File: src/common/fdbs_consts.svh
// Offsets, fields, reset values and timing counts of the sequencer
// What this block does
// At start-up sense the clock-chain output strap: no resistor enables detection.
// Detection off: skip detection, reach standby about 300 us after supply good.
// Detection on: start switch-short check only with enable and bias good.
// The detection interval lasts 2 to 3 ms over all switches.
// No short found: switch on the breaker gate charging source.
// Breaker gate good: enter standby and wait for the channel enables.
// Short found: pull the fault flag low at once, latch shutdown.
// Fault flag pulled low from outside: breaker off, latch shutdown.
// Fault flag low pulses under 2 us are ignored.
// Fault latch clears only on enable below 1.25 V or bias below 8 V.
// Breaker source stays on after start-up; no gate check when detection off.
// Low-port overvoltage ignored in boost; high-port overvoltage always active.
// High-port overvoltage: all drivers off, soft-start discharged, restart after.
// Low-port overvoltage: all drivers off, soft-start discharged, restart after.
// Both overvoltage inputs pass a 5 us glitch filter first.
// Thresholds are synchronous booleans; intervals are counted clock cycles.
// Reset or supply loss returns to idle, drivers and source off, flag free.
`ifndef FDBS_CONSTS_SVH
`define FDBS_CONSTS_SVH
`define FDBS_CLK_MHZ    100
`define FDBS_TICK_NS    1000
`define FDBS_TICK_CYC   ((`FDBS_TICK_NS * `FDBS_CLK_MHZ) / 1000)
`define FDBS_FLTF_NS    2000
`define FDBS_FLTF_CYC   ((`FDBS_FLTF_NS * `FDBS_CLK_MHZ + 999) / 1000)
`define FDBS_FLTOV_NS   5000
`define FDBS_FLTOV_CYC  ((`FDBS_FLTOV_NS * `FDBS_CLK_MHZ + 999) / 1000)
`define FDBS_STBY_US    300
`define FDBS_STBY_TICKS ((`FDBS_STBY_US * 1000) / `FDBS_TICK_NS)
`define FDBS_DET_US     2500
`define FDBS_DET_TICKS  ((`FDBS_DET_US * 1000) / `FDBS_TICK_NS)
`define FDBS_CTRL_OFS   8'h00
`define FDBS_STAT_OFS   8'h04
`define FDBS_ISTAT_OFS  8'h08
`define FDBS_IMASK_OFS  8'h0c
`define FDBS_CTRL_DRV   0
`define FDBS_ST_DETEN   3
`define FDBS_ST_HVOV    4
`define FDBS_ST_LVOV    5
`define FDBS_ST_FLAG    6
`define FDBS_EV_SHORT   0
`define FDBS_EV_EXT     1
`define FDBS_EV_HV      2
`define FDBS_EV_LV      3
`define FDBS_EV_STBY    4
`define FDBS_NEV        5
`define FDBS_CTRL_RST   1'b1
`define FDBS_IMASK_RST  5'h00
`endif

File: src/common/fdbs_pkg.sv
// Types shared by the sequencer modules
package fdbs_pkg;
  typedef enum logic [2:0] {
    FDBS_IDLE    = 3'b000,
    FDBS_DETECT  = 3'b001,
    FDBS_CHARGE  = 3'b010,
    FDBS_SKIP    = 3'b011,
    FDBS_STANDBY = 3'b100,
    FDBS_FAULT   = 3'b101
  } fdbs_state_t;
  typedef logic [4:0] fdbs_ev_t;
endpackage

File: src/common/fdbs_filt_if.sv
// Raw and filtered level of one glitch-filtered input
`timescale 1ns/1ns
interface fdbs_filt_if;
  logic raw;
  logic clean;
  modport user (output raw, input clean);
  modport filt (input raw, output clean);
endinterface

File: src/fdbs_seq.sv
// Start-up, fault latch and overvoltage sequencer with APB registers
`timescale 1ns/1ns
`include "fdbs_consts.svh"
module fdbs_seq #(
  parameter int unsigned TICK_CYC   = `FDBS_TICK_CYC,
  parameter int unsigned STBY_TICKS = `FDBS_STBY_TICKS,
  parameter int unsigned DET_TICKS  = `FDBS_DET_TICKS
) (
  // Clock and reset
  input  wire logic          pclk,
  input  wire logic          presetn,
  // APB slave
  input  wire logic [7:0]    paddr,
  input  wire logic          psel,
  input  wire logic          penable,
  input  wire logic          pwrite,
  input  wire logic [31:0]   pwdata,
  output logic [31:0]        prdata,
  output logic               pready,
  output logic               pslverr,
  // Comparator and strap inputs
  input  wire logic          bias_ok,
  input  wire logic          bias_lost,
  input  wire logic          uv_enable_on,
  input  wire logic          uv_enable_off,
  input  wire logic          clock_chain_output_term,
  input  wire logic          short_found,
  input  wire logic          breaker_gate_good,
  input  wire logic          hv_overvoltage_sense,
  input  wire logic          lv_overvoltage_sense,
  input  wire logic          boost_mode,
  input  wire logic          channel_one_enable,
  input  wire logic          channel_two_enable,
  // Open-drain fault flag
  input  wire logic          fault_flag_n_in,
  output logic               fault_flag_n_out,
  output logic               fault_flag_n_oe,
  // Power stage controls
  output logic               breaker_source_on,
  output logic               detect_active,
  output logic [1:0]         high_side_drive,
  output logic [1:0]         low_side_drive,
  output logic               ss_discharge,
  output logic               standby,
  output fdbs_pkg::fdbs_state_t seq_state,
  output logic               irq
);
  import fdbs_pkg::*;

  fdbs_state_t state_r;
  fdbs_state_t state_nxt;
  logic [11:0] tick_cnt_r;
  logic        tick;
  logic        det_en_r;
  logic        ctrl_drv_r;
  fdbs_ev_t    istat_r;
  fdbs_ev_t    istat_nxt;
  fdbs_ev_t    imask_r;
  fdbs_ev_t    ev;
  logic        ov_hv;
  logic        ov_lv;
  logic        ov_any;
  logic        ov_hv_q;
  logic        ov_lv_q;
  logic        ext_fault;
  logic        run;
  logic        wr_en;
  logic [31:0] rd_val;
  logic        rd_hit;
  logic        det_done;
  logic        skip_done;

  fdbs_filt_if flt_if ();
  fdbs_filt_if hv_if ();
  fdbs_filt_if lv_if ();

  // Slow time base; long intervals count its ticks
  fdbs_tick_div #(.DIV(TICK_CYC)) u_div (
    .pclk    (pclk),
    .presetn (presetn),
    .tick    (tick)
  );

  // Filters on the fault flag and both overvoltage comparators
  assign flt_if.raw = fault_flag_n_in;
  assign hv_if.raw  = hv_overvoltage_sense;
  assign lv_if.raw  = lv_overvoltage_sense;

  fdbs_glitch_filt #(.CYC(`FDBS_FLTF_CYC), .RST_VAL(1'b1)) u_flt (
    .pclk    (pclk),
    .presetn (presetn),
    .f       (flt_if)
  );
  fdbs_glitch_filt #(.CYC(`FDBS_FLTOV_CYC), .RST_VAL(1'b0)) u_hv (
    .pclk    (pclk),
    .presetn (presetn),
    .f       (hv_if)
  );
  fdbs_glitch_filt #(.CYC(`FDBS_FLTOV_CYC), .RST_VAL(1'b0)) u_lv (
    .pclk    (pclk),
    .presetn (presetn),
    .f       (lv_if)
  );

  // Low-port protection is meaningless while boosting
  assign ov_hv     = hv_if.clean;
  assign ov_lv     = lv_if.clean & ~boost_mode;
  assign ov_any    = ov_hv | ov_lv;
  assign ext_fault = ~flt_if.clean;
  assign det_done  = tick && tick_cnt_r == 12'(DET_TICKS - 1);
  assign skip_done = tick && tick_cnt_r == 12'(STBY_TICKS - 1);

  // Sequencer next state; supply loss overrides everything
  always_comb
  begin
    state_nxt = state_r;
    case (state_r)
      FDBS_IDLE:
        // Wait for the filtered flag to read released, else a stale low
        // left over from a cleared latch would fault again at once
        if (bias_ok && uv_enable_on && flt_if.clean)
          state_nxt = clock_chain_output_term ? FDBS_SKIP
                                              : FDBS_DETECT;
      FDBS_DETECT:
        if (short_found)
          state_nxt = FDBS_FAULT;
        else if (det_done)
          state_nxt = FDBS_CHARGE;
      FDBS_CHARGE:
        if (breaker_gate_good)
          state_nxt = FDBS_STANDBY;
      FDBS_SKIP:
        if (skip_done)
          state_nxt = FDBS_STANDBY;
      FDBS_STANDBY:
        state_nxt = FDBS_STANDBY;
      FDBS_FAULT:
        state_nxt = FDBS_FAULT;
      default:
        state_nxt = FDBS_IDLE;
    endcase
    if (state_r != FDBS_IDLE && state_r != FDBS_FAULT && ext_fault)
      state_nxt = FDBS_FAULT;
    if (bias_lost || uv_enable_off)
      state_nxt = FDBS_IDLE;
  end

  // State register
  always_ff @(posedge pclk or negedge presetn)
  begin
    if (!presetn)
      state_r <= FDBS_IDLE;
    else
      state_r <= state_nxt;
  end

  // Interval counter restarts on every state change
  always_ff @(posedge pclk or negedge presetn)
  begin
    if (!presetn)
      tick_cnt_r <= 12'h000;
    else if (state_nxt != state_r)
      tick_cnt_r <= 12'h000;
    else if (tick)
      tick_cnt_r <= tick_cnt_r + 12'h001;
  end

  // Strap is caught by the clock at leaving idle, never by reset
  always_ff @(posedge pclk or negedge presetn)
  begin
    if (!presetn)
      det_en_r <= 1'b0;
    else if (state_r == FDBS_IDLE && state_nxt != FDBS_IDLE)
      det_en_r <= !clock_chain_output_term;
  end

  // Drivers run only in standby, free of overvoltage
  assign run = state_nxt == FDBS_STANDBY && !ov_any && ctrl_drv_r;

  // Registered power stage controls
  always_ff @(posedge pclk or negedge presetn)
  begin
    if (!presetn)
    begin
      fault_flag_n_out  <= 1'b0;
      fault_flag_n_oe   <= 1'b0;
      breaker_source_on <= 1'b0;
      detect_active     <= 1'b0;
      high_side_drive   <= 2'h0;
      low_side_drive    <= 2'h0;
      ss_discharge      <= 1'b1;
      standby           <= 1'b0;
    end
    else
    begin
      fault_flag_n_out  <= 1'b0;
      fault_flag_n_oe   <= state_nxt == FDBS_FAULT;
      breaker_source_on <= state_nxt == FDBS_CHARGE ||
                           state_nxt == FDBS_SKIP ||
                           state_nxt == FDBS_STANDBY;
      detect_active     <= state_nxt == FDBS_DETECT;
      high_side_drive   <= {run & channel_two_enable,
                            run & channel_one_enable};
      low_side_drive    <= {run & channel_two_enable,
                            run & channel_one_enable};
      ss_discharge      <= !run;
      standby           <= state_nxt == FDBS_STANDBY;
    end
  end

  // Edge memory of the filtered alarms for event pulses
  always_ff @(posedge pclk or negedge presetn)
  begin
    if (!presetn)
    begin
      ov_hv_q <= 1'b0;
      ov_lv_q <= 1'b0;
    end
    else
    begin
      ov_hv_q <= ov_hv;
      ov_lv_q <= ov_lv;
    end
  end

  // Events that set sticky status bits
  always_comb
  begin
    ev = '0;
    ev[`FDBS_EV_SHORT] = state_r == FDBS_DETECT && short_found &&
                         state_nxt == FDBS_FAULT;
    ev[`FDBS_EV_EXT]   = state_r != FDBS_FAULT && !short_found &&
                         state_nxt == FDBS_FAULT;
    ev[`FDBS_EV_HV]    = ov_hv & ~ov_hv_q;
    ev[`FDBS_EV_LV]    = ov_lv & ~ov_lv_q;
    ev[`FDBS_EV_STBY]  = state_r != FDBS_STANDBY &&
                         state_nxt == FDBS_STANDBY;
  end

  // APB write strobe at the completing access edge
  assign wr_en = psel && penable && pready && pwrite;

  // Write one to clear; a new event wins over the clear
  always_comb
  begin
    istat_nxt = istat_r;
    if (wr_en && paddr == `FDBS_ISTAT_OFS)
      istat_nxt = istat_r & ~pwdata[`FDBS_NEV-1:0];
    istat_nxt = istat_nxt | ev;
  end

  // Software registers and interrupt output
  always_ff @(posedge pclk or negedge presetn)
  begin
    if (!presetn)
    begin
      ctrl_drv_r <= `FDBS_CTRL_RST;
      imask_r    <= `FDBS_IMASK_RST;
      istat_r    <= '0;
      irq        <= 1'b0;
    end
    else
    begin
      if (wr_en && paddr == `FDBS_CTRL_OFS)
        ctrl_drv_r <= pwdata[`FDBS_CTRL_DRV];
      if (wr_en && paddr == `FDBS_IMASK_OFS)
        imask_r <= pwdata[`FDBS_NEV-1:0];
      istat_r <= istat_nxt;
      irq     <= |(istat_nxt & imask_r);
    end
  end

  // Read decode; unmapped addresses answer with an error
  always_comb
  begin
    rd_val = 32'h0000_0000;
    rd_hit = 1'b1;
    if (paddr == `FDBS_CTRL_OFS)
      rd_val[`FDBS_CTRL_DRV] = ctrl_drv_r;
    else if (paddr == `FDBS_STAT_OFS)
    begin
      rd_val[2:0]            = state_r;
      rd_val[`FDBS_ST_DETEN] = det_en_r;
      rd_val[`FDBS_ST_HVOV]  = ov_hv;
      rd_val[`FDBS_ST_LVOV]  = ov_lv;
      rd_val[`FDBS_ST_FLAG]  = flt_if.clean;
    end
    else if (paddr == `FDBS_ISTAT_OFS)
      rd_val[`FDBS_NEV-1:0] = istat_r;
    else if (paddr == `FDBS_IMASK_OFS)
      rd_val[`FDBS_NEV-1:0] = imask_r;
    else
      rd_hit = 1'b0;
  end

  // Answer prepared in setup so access completes with no wait
  always_ff @(posedge pclk or negedge presetn)
  begin
    if (!presetn)
    begin
      pready  <= 1'b0;
      prdata  <= 32'h0000_0000;
      pslverr <= 1'b0;
    end
    else
    begin
      pready  <= psel && !penable;
      prdata  <= (psel && !penable && !pwrite) ? rd_val : 32'h0000_0000;
      pslverr <= psel && !penable && !rd_hit;
    end
  end

  assign seq_state = state_r;

  logic [17:0] det_len_r;

  // Helper: cycles spent in detection; wide enough for the full interval
  always_ff @(posedge pclk or negedge presetn)
  begin
    if (!presetn)
      det_len_r <= 18'h00000;
    else if (state_r == FDBS_DETECT)
      det_len_r <= det_len_r + 18'h00001;
    else
      det_len_r <= 18'h00000;
  end
endmodule

File: src/fdbs_glitch_filt.sv
// Glitch filter: output follows input only after it stands CYC cycles
`timescale 1ns/1ns
module fdbs_glitch_filt #(
  parameter int unsigned CYC     = 2,
  parameter logic        RST_VAL = 1'b0
) (
  // Clock and reset
  input wire logic pclk,
  input wire logic presetn,
  // Filtered signal
  fdbs_filt_if.filt f
);
  logic [9:0] cnt_r;
  logic       clean_r;

  // Count how long the input differs; shorter pulses die out
  always_ff @(posedge pclk or negedge presetn)
  begin
    if (!presetn)
    begin
      cnt_r   <= 10'h000;
      clean_r <= RST_VAL;
    end
    else if (f.raw == clean_r)
      cnt_r <= 10'h000;
    else if (cnt_r == 10'(CYC - 1))
    begin
      cnt_r   <= 10'h000;
      clean_r <= f.raw;
    end
    else
      cnt_r <= cnt_r + 10'h001;
  end

  assign f.clean = clean_r;
endmodule

File: src/fdbs_tick_div.sv
// Divider giving a one-cycle enable pulse every DIV clocks
`timescale 1ns/1ns
module fdbs_tick_div #(
  parameter int unsigned DIV = 100
) (
  // Clock and reset
  input  wire logic pclk,
  input  wire logic presetn,
  // Slow enable
  output logic      tick
);
  logic [11:0] cnt_r;
  logic        tick_r;

  // Free-running divider for the slow internal time base
  always_ff @(posedge pclk or negedge presetn)
  begin
    if (!presetn)
    begin
      cnt_r  <= 12'h000;
      tick_r <= 1'b0;
    end
    else if (cnt_r == 12'(DIV - 1))
    begin
      cnt_r  <= 12'h000;
      tick_r <= 1'b1;
    end
    else
    begin
      cnt_r  <= cnt_r + 12'h001;
      tick_r <= 1'b0;
    end
  end

  assign tick = tick_r;
endmodule

File: config.mk
export PLATFORM = sky130hd
export DESIGN_NAME = fdbs_seq
export DESIGN_NICKNAME = d
export VERILOG_FILES = /design/src/common/fdbs_pkg.sv /design/src/common/fdbs_filt_if.sv /design/src/fdbs_seq.sv /design/src/fdbs_glitch_filt.sv /design/src/fdbs_tick_div.sv
export VERILOG_INCLUDE_DIRS = /design/src /design/src/common
export SDC_FILE = /design/constraint.sdc
export NUM_CORES = 1
export LEC_CHECK = 0
export BUFFER_PORTS_ARGS = -buffer_cell sky130_fd_sc_hd__buf_2
export CAP_MARGIN = 20
export CELL_PAD_IN_SITES_DETAIL_PLACEMENT = 0
export CELL_PAD_IN_SITES_GLOBAL_PLACEMENT = 2
export CORE_UTILIZATION = 34
export DETAILED_ROUTE_END_ITERATION = 8
export PLACE_DENSITY_LB_ADDON = 0.12
export SKIP_CTS_REPAIR_TIMING = 1
export SYNTH_ARGS = -nofsm -noshare
export SYNTH_HDL_FRONTEND = slang
export SYNTH_SLANG_ARGS = --single-unit
File: constraint.sdc
create_clock -name pclk -period 2.5 [get_ports pclk]
set_clock_uncertainty 0.2 [all_clocks]
set_input_delay 0.375 -clock pclk [delete_from_list [all_inputs] [get_ports pclk]]
set_output_delay 0.375 -clock pclk [all_outputs]
set_load 0.01 [all_outputs]
After elaboration in Yosys (flattened, before gate mapping)

Cells that the tools add are included.

Shift operators: 0
Equality and inequality tests: 25
Multiply operators: 0
Div/mod/pow operators: 0
Reductions and logical operators: 42
Mux-type cells: 31
Magnitude comparators: 0
Bitwise gates (word level): 17
Add/subtract/negate cells: 5

Operator list:

| cell                                            | number |
|---|---|
| 2-to-1 mux 10 bit                               | 6 |
| 2-to-1 mux 12 bit                               | 3 |
| adder 10 x 1 -> 10 bit (second input constant)  | 3 |
| adder 12 x 1 -> 12 bit (second input constant)  | 2 |
| logical AND 1 bit                               | 23 |
| 2-to-1 mux 3 bit                                | 7 |
| == test 10 x 9 -> 1 bit (second input constant) | 2 |
| 2-to-1 mux 5 bit                                | 4 |
| one-hot mux 3 bit (6 select lines)              | 1 |
| == test 8 x 4 -> 1 bit (second input constant)  | 2 |
| == test 12 bit (second input constant)          | 1 |
| == test 12 x 7 -> 1 bit (second input constant) | 1 |
| == test 12 x 9 -> 1 bit (second input constant) | 1 |
| == test 3 x 2 -> 1 bit (second input constant)  | 4 |
| == test 3 bit (second input constant)           | 4 |
| AND 5 bit                                       | 2 |
| == test 10 x 8 -> 1 bit (second input constant) | 1 |
| == test 8 x 3 -> 1 bit (second input constant)  | 1 |
| logical NOT 8 bit                               | 1 |
| logical NOT 1 bit                               | 7 |
| 2-to-1 mux 7 bit                                | 1 |
| inverter 1 bit                                  | 7 |
| == test 3 x 1 -> 1 bit (second input constant)  | 2 |
| 2-to-1 mux 1 bit                                | 6 |
| other kinds (15)                                | 28 |

Word-level logic and storage cells: 146
Input port bits: 58
Bits in registers: 92
Bits in latches: 0
Memory bits (writable): 0
Output and inout bits: 48
Memories: 0
Memory bits (read-only): 0

Longest topological paths before layout

Word-level depth: 12
Mapped depth: 8
Gate-level depth less buffers: 7

Modules after synthesis

Synthesis repeated with hierarchy kept, for this count alone.

Cell total of the unflattened synthesis: 485
Area, all modules: 4957.3 um^2

By module, submodules not included:

| module                    | cells each | seq. area each (um^2) | area an instance (um^2) | times used |
|---|---|---|---|---|
| fdbs_seq                  | 279        | 1153.6                | 2695.1                  | 1 |
| fdbs_tick_div             | 53         | 325.3                 | 590.6                   | 1 |
| fdbs_glitch_filt at u_lv  | 54         | 275.3                 | 575.6                   | 1 |
| fdbs_glitch_filt at u_hv  | 49         | 275.3                 | 564.3                   | 1 |
| fdbs_glitch_filt at u_flt | 50         | 276.5                 | 531.8                   | 1 |

Least setup slack after synthesis

Ideal clock, no wire load.

Kind: reg-to-reg
Start: register tick_cnt_r[0]
End: register tick_cnt_r[10]
Data required time: 2.203 ns
Slack: 0.232 ns
Cell stages (with the launch flop): 9
Period minus slack after synthesis: 2.268 ns
Path buffers: 1
Arrival: 1.971 ns
Setup time: 0.097 ns
Cell sequence: dfrtp_1 > ha_1 > and4bb_1 > nand4_1 > nand4b_1 > and2_4 > a211o_1 > buf_6 > nor4_2

Word-level cells in the longest chain between the ends: 9
Elaborated cells on any way between the ends: 15
Classes of those cells: 1 x add/sub; 3 x eq/ne; 8 x mux; 3 x reduce/logical

Ends and longest elaborated chain:

| what                                                           | line            | source |
|---|---|---|
| start, declared                                                | fdbs_seq.sv:52  | `logic [11:0] tick_cnt_r;` |
| start signal, assigned                                         | fdbs_seq.sv:165 | `tick_cnt_r <= tick_cnt_r + 12'h001;` |
| == test 12 bit                                                 | fdbs_seq.sv:110 | `assign det_done = tick && tick_cnt_r == 12'(DET_TICKS - 1);` |
| logical AND 1 bit                                              | fdbs_seq.sv:110 |  |
| 2-to-1 mux 3 bit                                               | fdbs_seq.sv:127 | `else if (det_done)` |
| 2-to-1 mux 3 bit                                               | fdbs_seq.sv:125 | `if (short_found)` |
| one-hot mux 3 bit (6 select lines)                             | fdbs_seq.sv:117 | `case (state_r)` |
| 2-to-1 mux 3 bit                                               | fdbs_seq.sv:142 | `if (state_r != FDBS_IDLE && state_r != FDBS_FAULT && ext_fault)` |
| 2-to-1 mux 3 bit                                               | fdbs_seq.sv:144 | `if (bias_lost \|\| uv_enable_off)` |
| != test 3 bit                                                  | fdbs_seq.sv:162 | `else if (state_nxt != state_r)` |
| 2-to-1 mux 12 bit / nonzero test 2 bit (equally long branches) | -               |  |

Parallel ways exist; a longest one is shown, timed or not. The select of a mux whose other input is x is not followed.
A chain may end at the register's enable or synchronous reset.

Final worst setup path

Start: register u_flt.clean_r (netlist: u_flt.f.clean)
End: register tick_cnt_r[1]

Word-level cells in the longest chain between the ends: 7
Elaborated cells on any way between the ends: 10
Classes of those cells: 1 x eq/ne; 5 x mux; 1 x bitwise; 3 x reduce/logical

Ends and longest elaborated chain:

| what                                                           | line                   | source |
|---|---|---|
| start, declared                                                | fdbs_glitch_filt.sv:14 | `logic clean_r;` |
| start signal, assigned                                         | fdbs_glitch_filt.sv:29 | `clean_r <= f.raw;` |
| logical AND 1 bit                                              | fdbs_seq.sv:121        | `if (bias_ok && uv_enable_on && flt_if.clean)` |
| 2-to-1 mux 3 bit                                               | fdbs_seq.sv:121        |  |
| one-hot mux 3 bit (6 select lines)                             | fdbs_seq.sv:117        |  |
| 2-to-1 mux 3 bit *                                             | fdbs_seq.sv:142        |  |
| 2-to-1 mux 3 bit *                                             | fdbs_seq.sv:144        |  |
| != test 3 bit *                                                | fdbs_seq.sv:162        |  |
| 2-to-1 mux 12 bit / nonzero test 2 bit (equally long branches) | -                      |  |

Every way passes the cells marked *; elsewhere a longest branch is shown, timed or not.

==> impl_metrics.csv <==
group,metric,value,unit
sta,worstMarginPinSlew,551,ps
synthesis,async_flop_share,100,%
detailed_routing,drtAntennaViolNets,0,
run_status,run_status,"finished, final reports clean",
clocking,clock_path_buffers,2,
sta,relSlewSlack,63.3,%
detailed_routing,dr.first_iter.drc_count,154,
synthesis,synth_edf_count,0,
worst_hold_path,hp-class,"input pin to flip-flop",
die,ios,106,
sta,max_freq,420,MHz
setup_path,cp.arrival,2430,ps
final_layout,nets,593,
power_and_ir_drop,power_leakage,2.57,nW
sta,hold_viol,0,
clocking,cts.sinks,92,
setup_path,critical_path_peak_fanout,12,
synthesis,syn_avg_cell_area,10.3,sq um
final_layout,stdcell_count,711,
clocking,clock_latency,340,ps
sta,layout_setup_ws,117,ps
global_routing,grt_max_degree,41,
detailed_routing,drcViolationCount,0,
die,start_util,35.2,%
global_routing,track_usage,15.1,%
die,die_width,120,um
synthesis,yosys.cell_count.top_type,"dfrtp_1",
synthesis,synthTopCellsByCount,"dfrtp_1, nor2_1, nand2_1, buf_4, xnor2_1",
detailed_routing,postRouteWirelength,9.91,mm
die,core_area,13400,sq um
clocking,tritoncts,"built",
detailed_routing,firstDrtPassIters,4,
die,die_height,120,um
clocking,clk_pin_slew,60,ps
clocking,numCtsBuffers,9,
synthesis,ys_types,63,
synthesis,synth_cells,457,
place,pre_cts_ws,29.7,ps
synthesis,synth_area,4710,sq um
final_layout,n_antenna_cell,0,
sta,min_period,2380,ps
detailed_routing,via_per_inst,4.68,
die,fp.dieArea,14300,sq um
synthesis,synth_seq_cells,92,
place,numPortBuffers,52,
detailed_routing,vias,3331,
setup_path,regToRegSetupSlack,120,ps
place,place_inst,691,
detailed_routing,top_layer_used,"met4",
power_and_ir_drop,worst_ir_drop_vdd,311,uV
global_routing,antenna_found_initial,0,
synthesis,synthTopCellsByArea,"dfrtp_1, buf_4, xnor2_1",
setup_path,cp.required,2540,ps
clocking,cts_root_buf,"clkbuf_16",
worst_hold_path,hold_start,"channel_one_enable",
setup_path,crit_type,"flip-flop to flip-flop",
setup_path,timing.rr.start,"u_flt.f.clean",
sta,finalSetupViolCount,0,
synthesis,ys_warn_count,0,
setup_path,crit_path_end_kind,"flip-flop",
place,dpl.hpwl,7.22,mm
global_routing,grt_pass1_vias,3394,
setup_path,reg2reg_depth,7,
detailed_routing,wl_met2,4.70,mm
sta,tns,0,ps
detailed_routing,wl_per_cell,13.9,um
synthesis,yosysTopAreaCellShare,47.3,%
synthesis,synth_top_area_cell,"dfrtp_1",
detailed_routing,met1_length,4.59,mm
synthesis,synth_flop_cell,"dfrtp_1",
detailed_routing,wl_met3,446,um
final_layout,area_delta_synth_final,19.2,%
sta,fin_crit_sh,95.3,%
setup_path,r2r-end,"tick_cnt_r[1]",
global_routing,grt_pass1_wl,16.8,mm
worst_hold_path,min_to,"low_side_drive[0]",
die,rows,42,
worst_hold_path,min_path_cells,2,
sta,finalMaxSlewViolations,0,
job,cap_violations,0,
place,gp_congestion,0.768,
global_routing,grt-ovfl-total,0,
clocking,htree_levels,3,
synthesis,yosysSeqAreaShare,48.9,%
setup_path,critPathLaunchType,"flip-flop",
power_and_ir_drop,p_per_area,613,nW/um^2
final_layout,layout-drive-gt1-share,26.2,%
-- cells in the final DEF, fill, tap and decap left out, types with 2 or more instances in the layout --
cell type	count
xor2_1	20
buf_12	2
xnor2_1	26
clkbuf_16	9
nor2_1	55
and3_1	12
o21ai_0	7
nor2b_1	7
mux2i_1	4
conb_1	26
or2_2	4
buf_2	51
and2_4	2
a21o_1	2
and2_1	4
mux2_2	12
nand4_1	7
and4bb_1	2
nand2_1	43
nor3_1	6
nand3_1	22
nor4_2	10
ha_1	5
inv_1	9
and4_1	2
a32o_1	2
buf_4	24
nor4b_2	2
nor4_1	4
dfrtp_1	88
dfstp_2	3
a21oi_1	11
or4_1	2
a31oi_1	4
bufinv_16	3
nand2b_1	7
-- through the flow --
stage	cell area [sq um]	power, mW	util (%)	hold slack (ps)
final	5620	3.44	41.9	44.1
after global routing	5620	3.60	41.9	38.6
after CTS	5550	3.51	41.4	-170
after detailed placement	5200	1.89	38.8	209
after global placement	5200	1.89	38.8	199
after floorplan	4810	1.79	-	-121
-- logic make-up after synthesis --
family / share of synthesized area [%]
other: 0.0796
AOI/OAI and AO/OA: 5.82
xor gates and xnor gates: 8.55
buffers and inverters: 6.69
muxes: 4.20
and+or+nand+nor: 24.4
adders and majority gates: 1.33
DFF: 48.9
-- worst max path at each step --
stage                       start              to  cells after the start
CTS                  seq_state[0]   tick_cnt_r[0]                      8
floorplan           tick_cnt_r[0]  tick_cnt_r[10]                      8
global route        tick_cnt_r[6]   tick_cnt_r[8]                      7
global placement     seq_state[0]   tick_cnt_r[0]                      8
detailed placement   seq_state[0]   tick_cnt_r[0]                      8
finish              u_flt.f.clean   tick_cnt_r[1]                      7
-- sequential cells by signal, summed over array words and instances (netlist names), 2 cells and up --
register,count
prdata,7
imask_r,5
u_flt.cnt_r,10
u_lv.cnt_r,10
low_side_drive,2
istat_r,5
seq_state,3
tick_cnt_r,12
u_div.cnt_r,12
u_hv.cnt_r,10
-- worst max-delay path, cell delays in order (launching register included) --
cell and delay [ps]:
dfstp_2 630, and4b_1 240, a31o_1 190, a31oi_2 60
and2_4 190, a211o_1 340, buf_12 170, nor4_1 260
-- where the power goes --
group / total (mW) / switching [mW] / internal (mW)
sequential: 1.58 / 0.0419 / 1.54
combinational: 0.281 / 0.166 / 0.115
clock: 1.58 / 0.574 / 1.00
total: 3.44 / 0.781 / 2.66
-- metal layers --
| metal | track usage, % | vias to the layer above |
|---|---|---|
| met2 | 24.5 | 56 |
| met1 | 19.0 | 1595 |
| met3 | 4.47 | 12 |
| met4 | 5.78 | 0 |
| li1 | - | 1668 |
| met5 | 0 | - |
-- final cells by class --
| type | instances | area (sq um) |
|---|---|---|
| fillers | 1345 | 7780 |
| flip-flops and latches | 92 | 2310 |
| multi-input cells | 340 | 2220 |
| repair buffers | 78 | 485 |
| clock buffers | 10 | 239 |
| well taps | 176 | 220 |
| clock inverters | 6 | 111 |
| inverters | 9 | 33.8 |
Note: power is estimated with default switching activity, not from simulation.
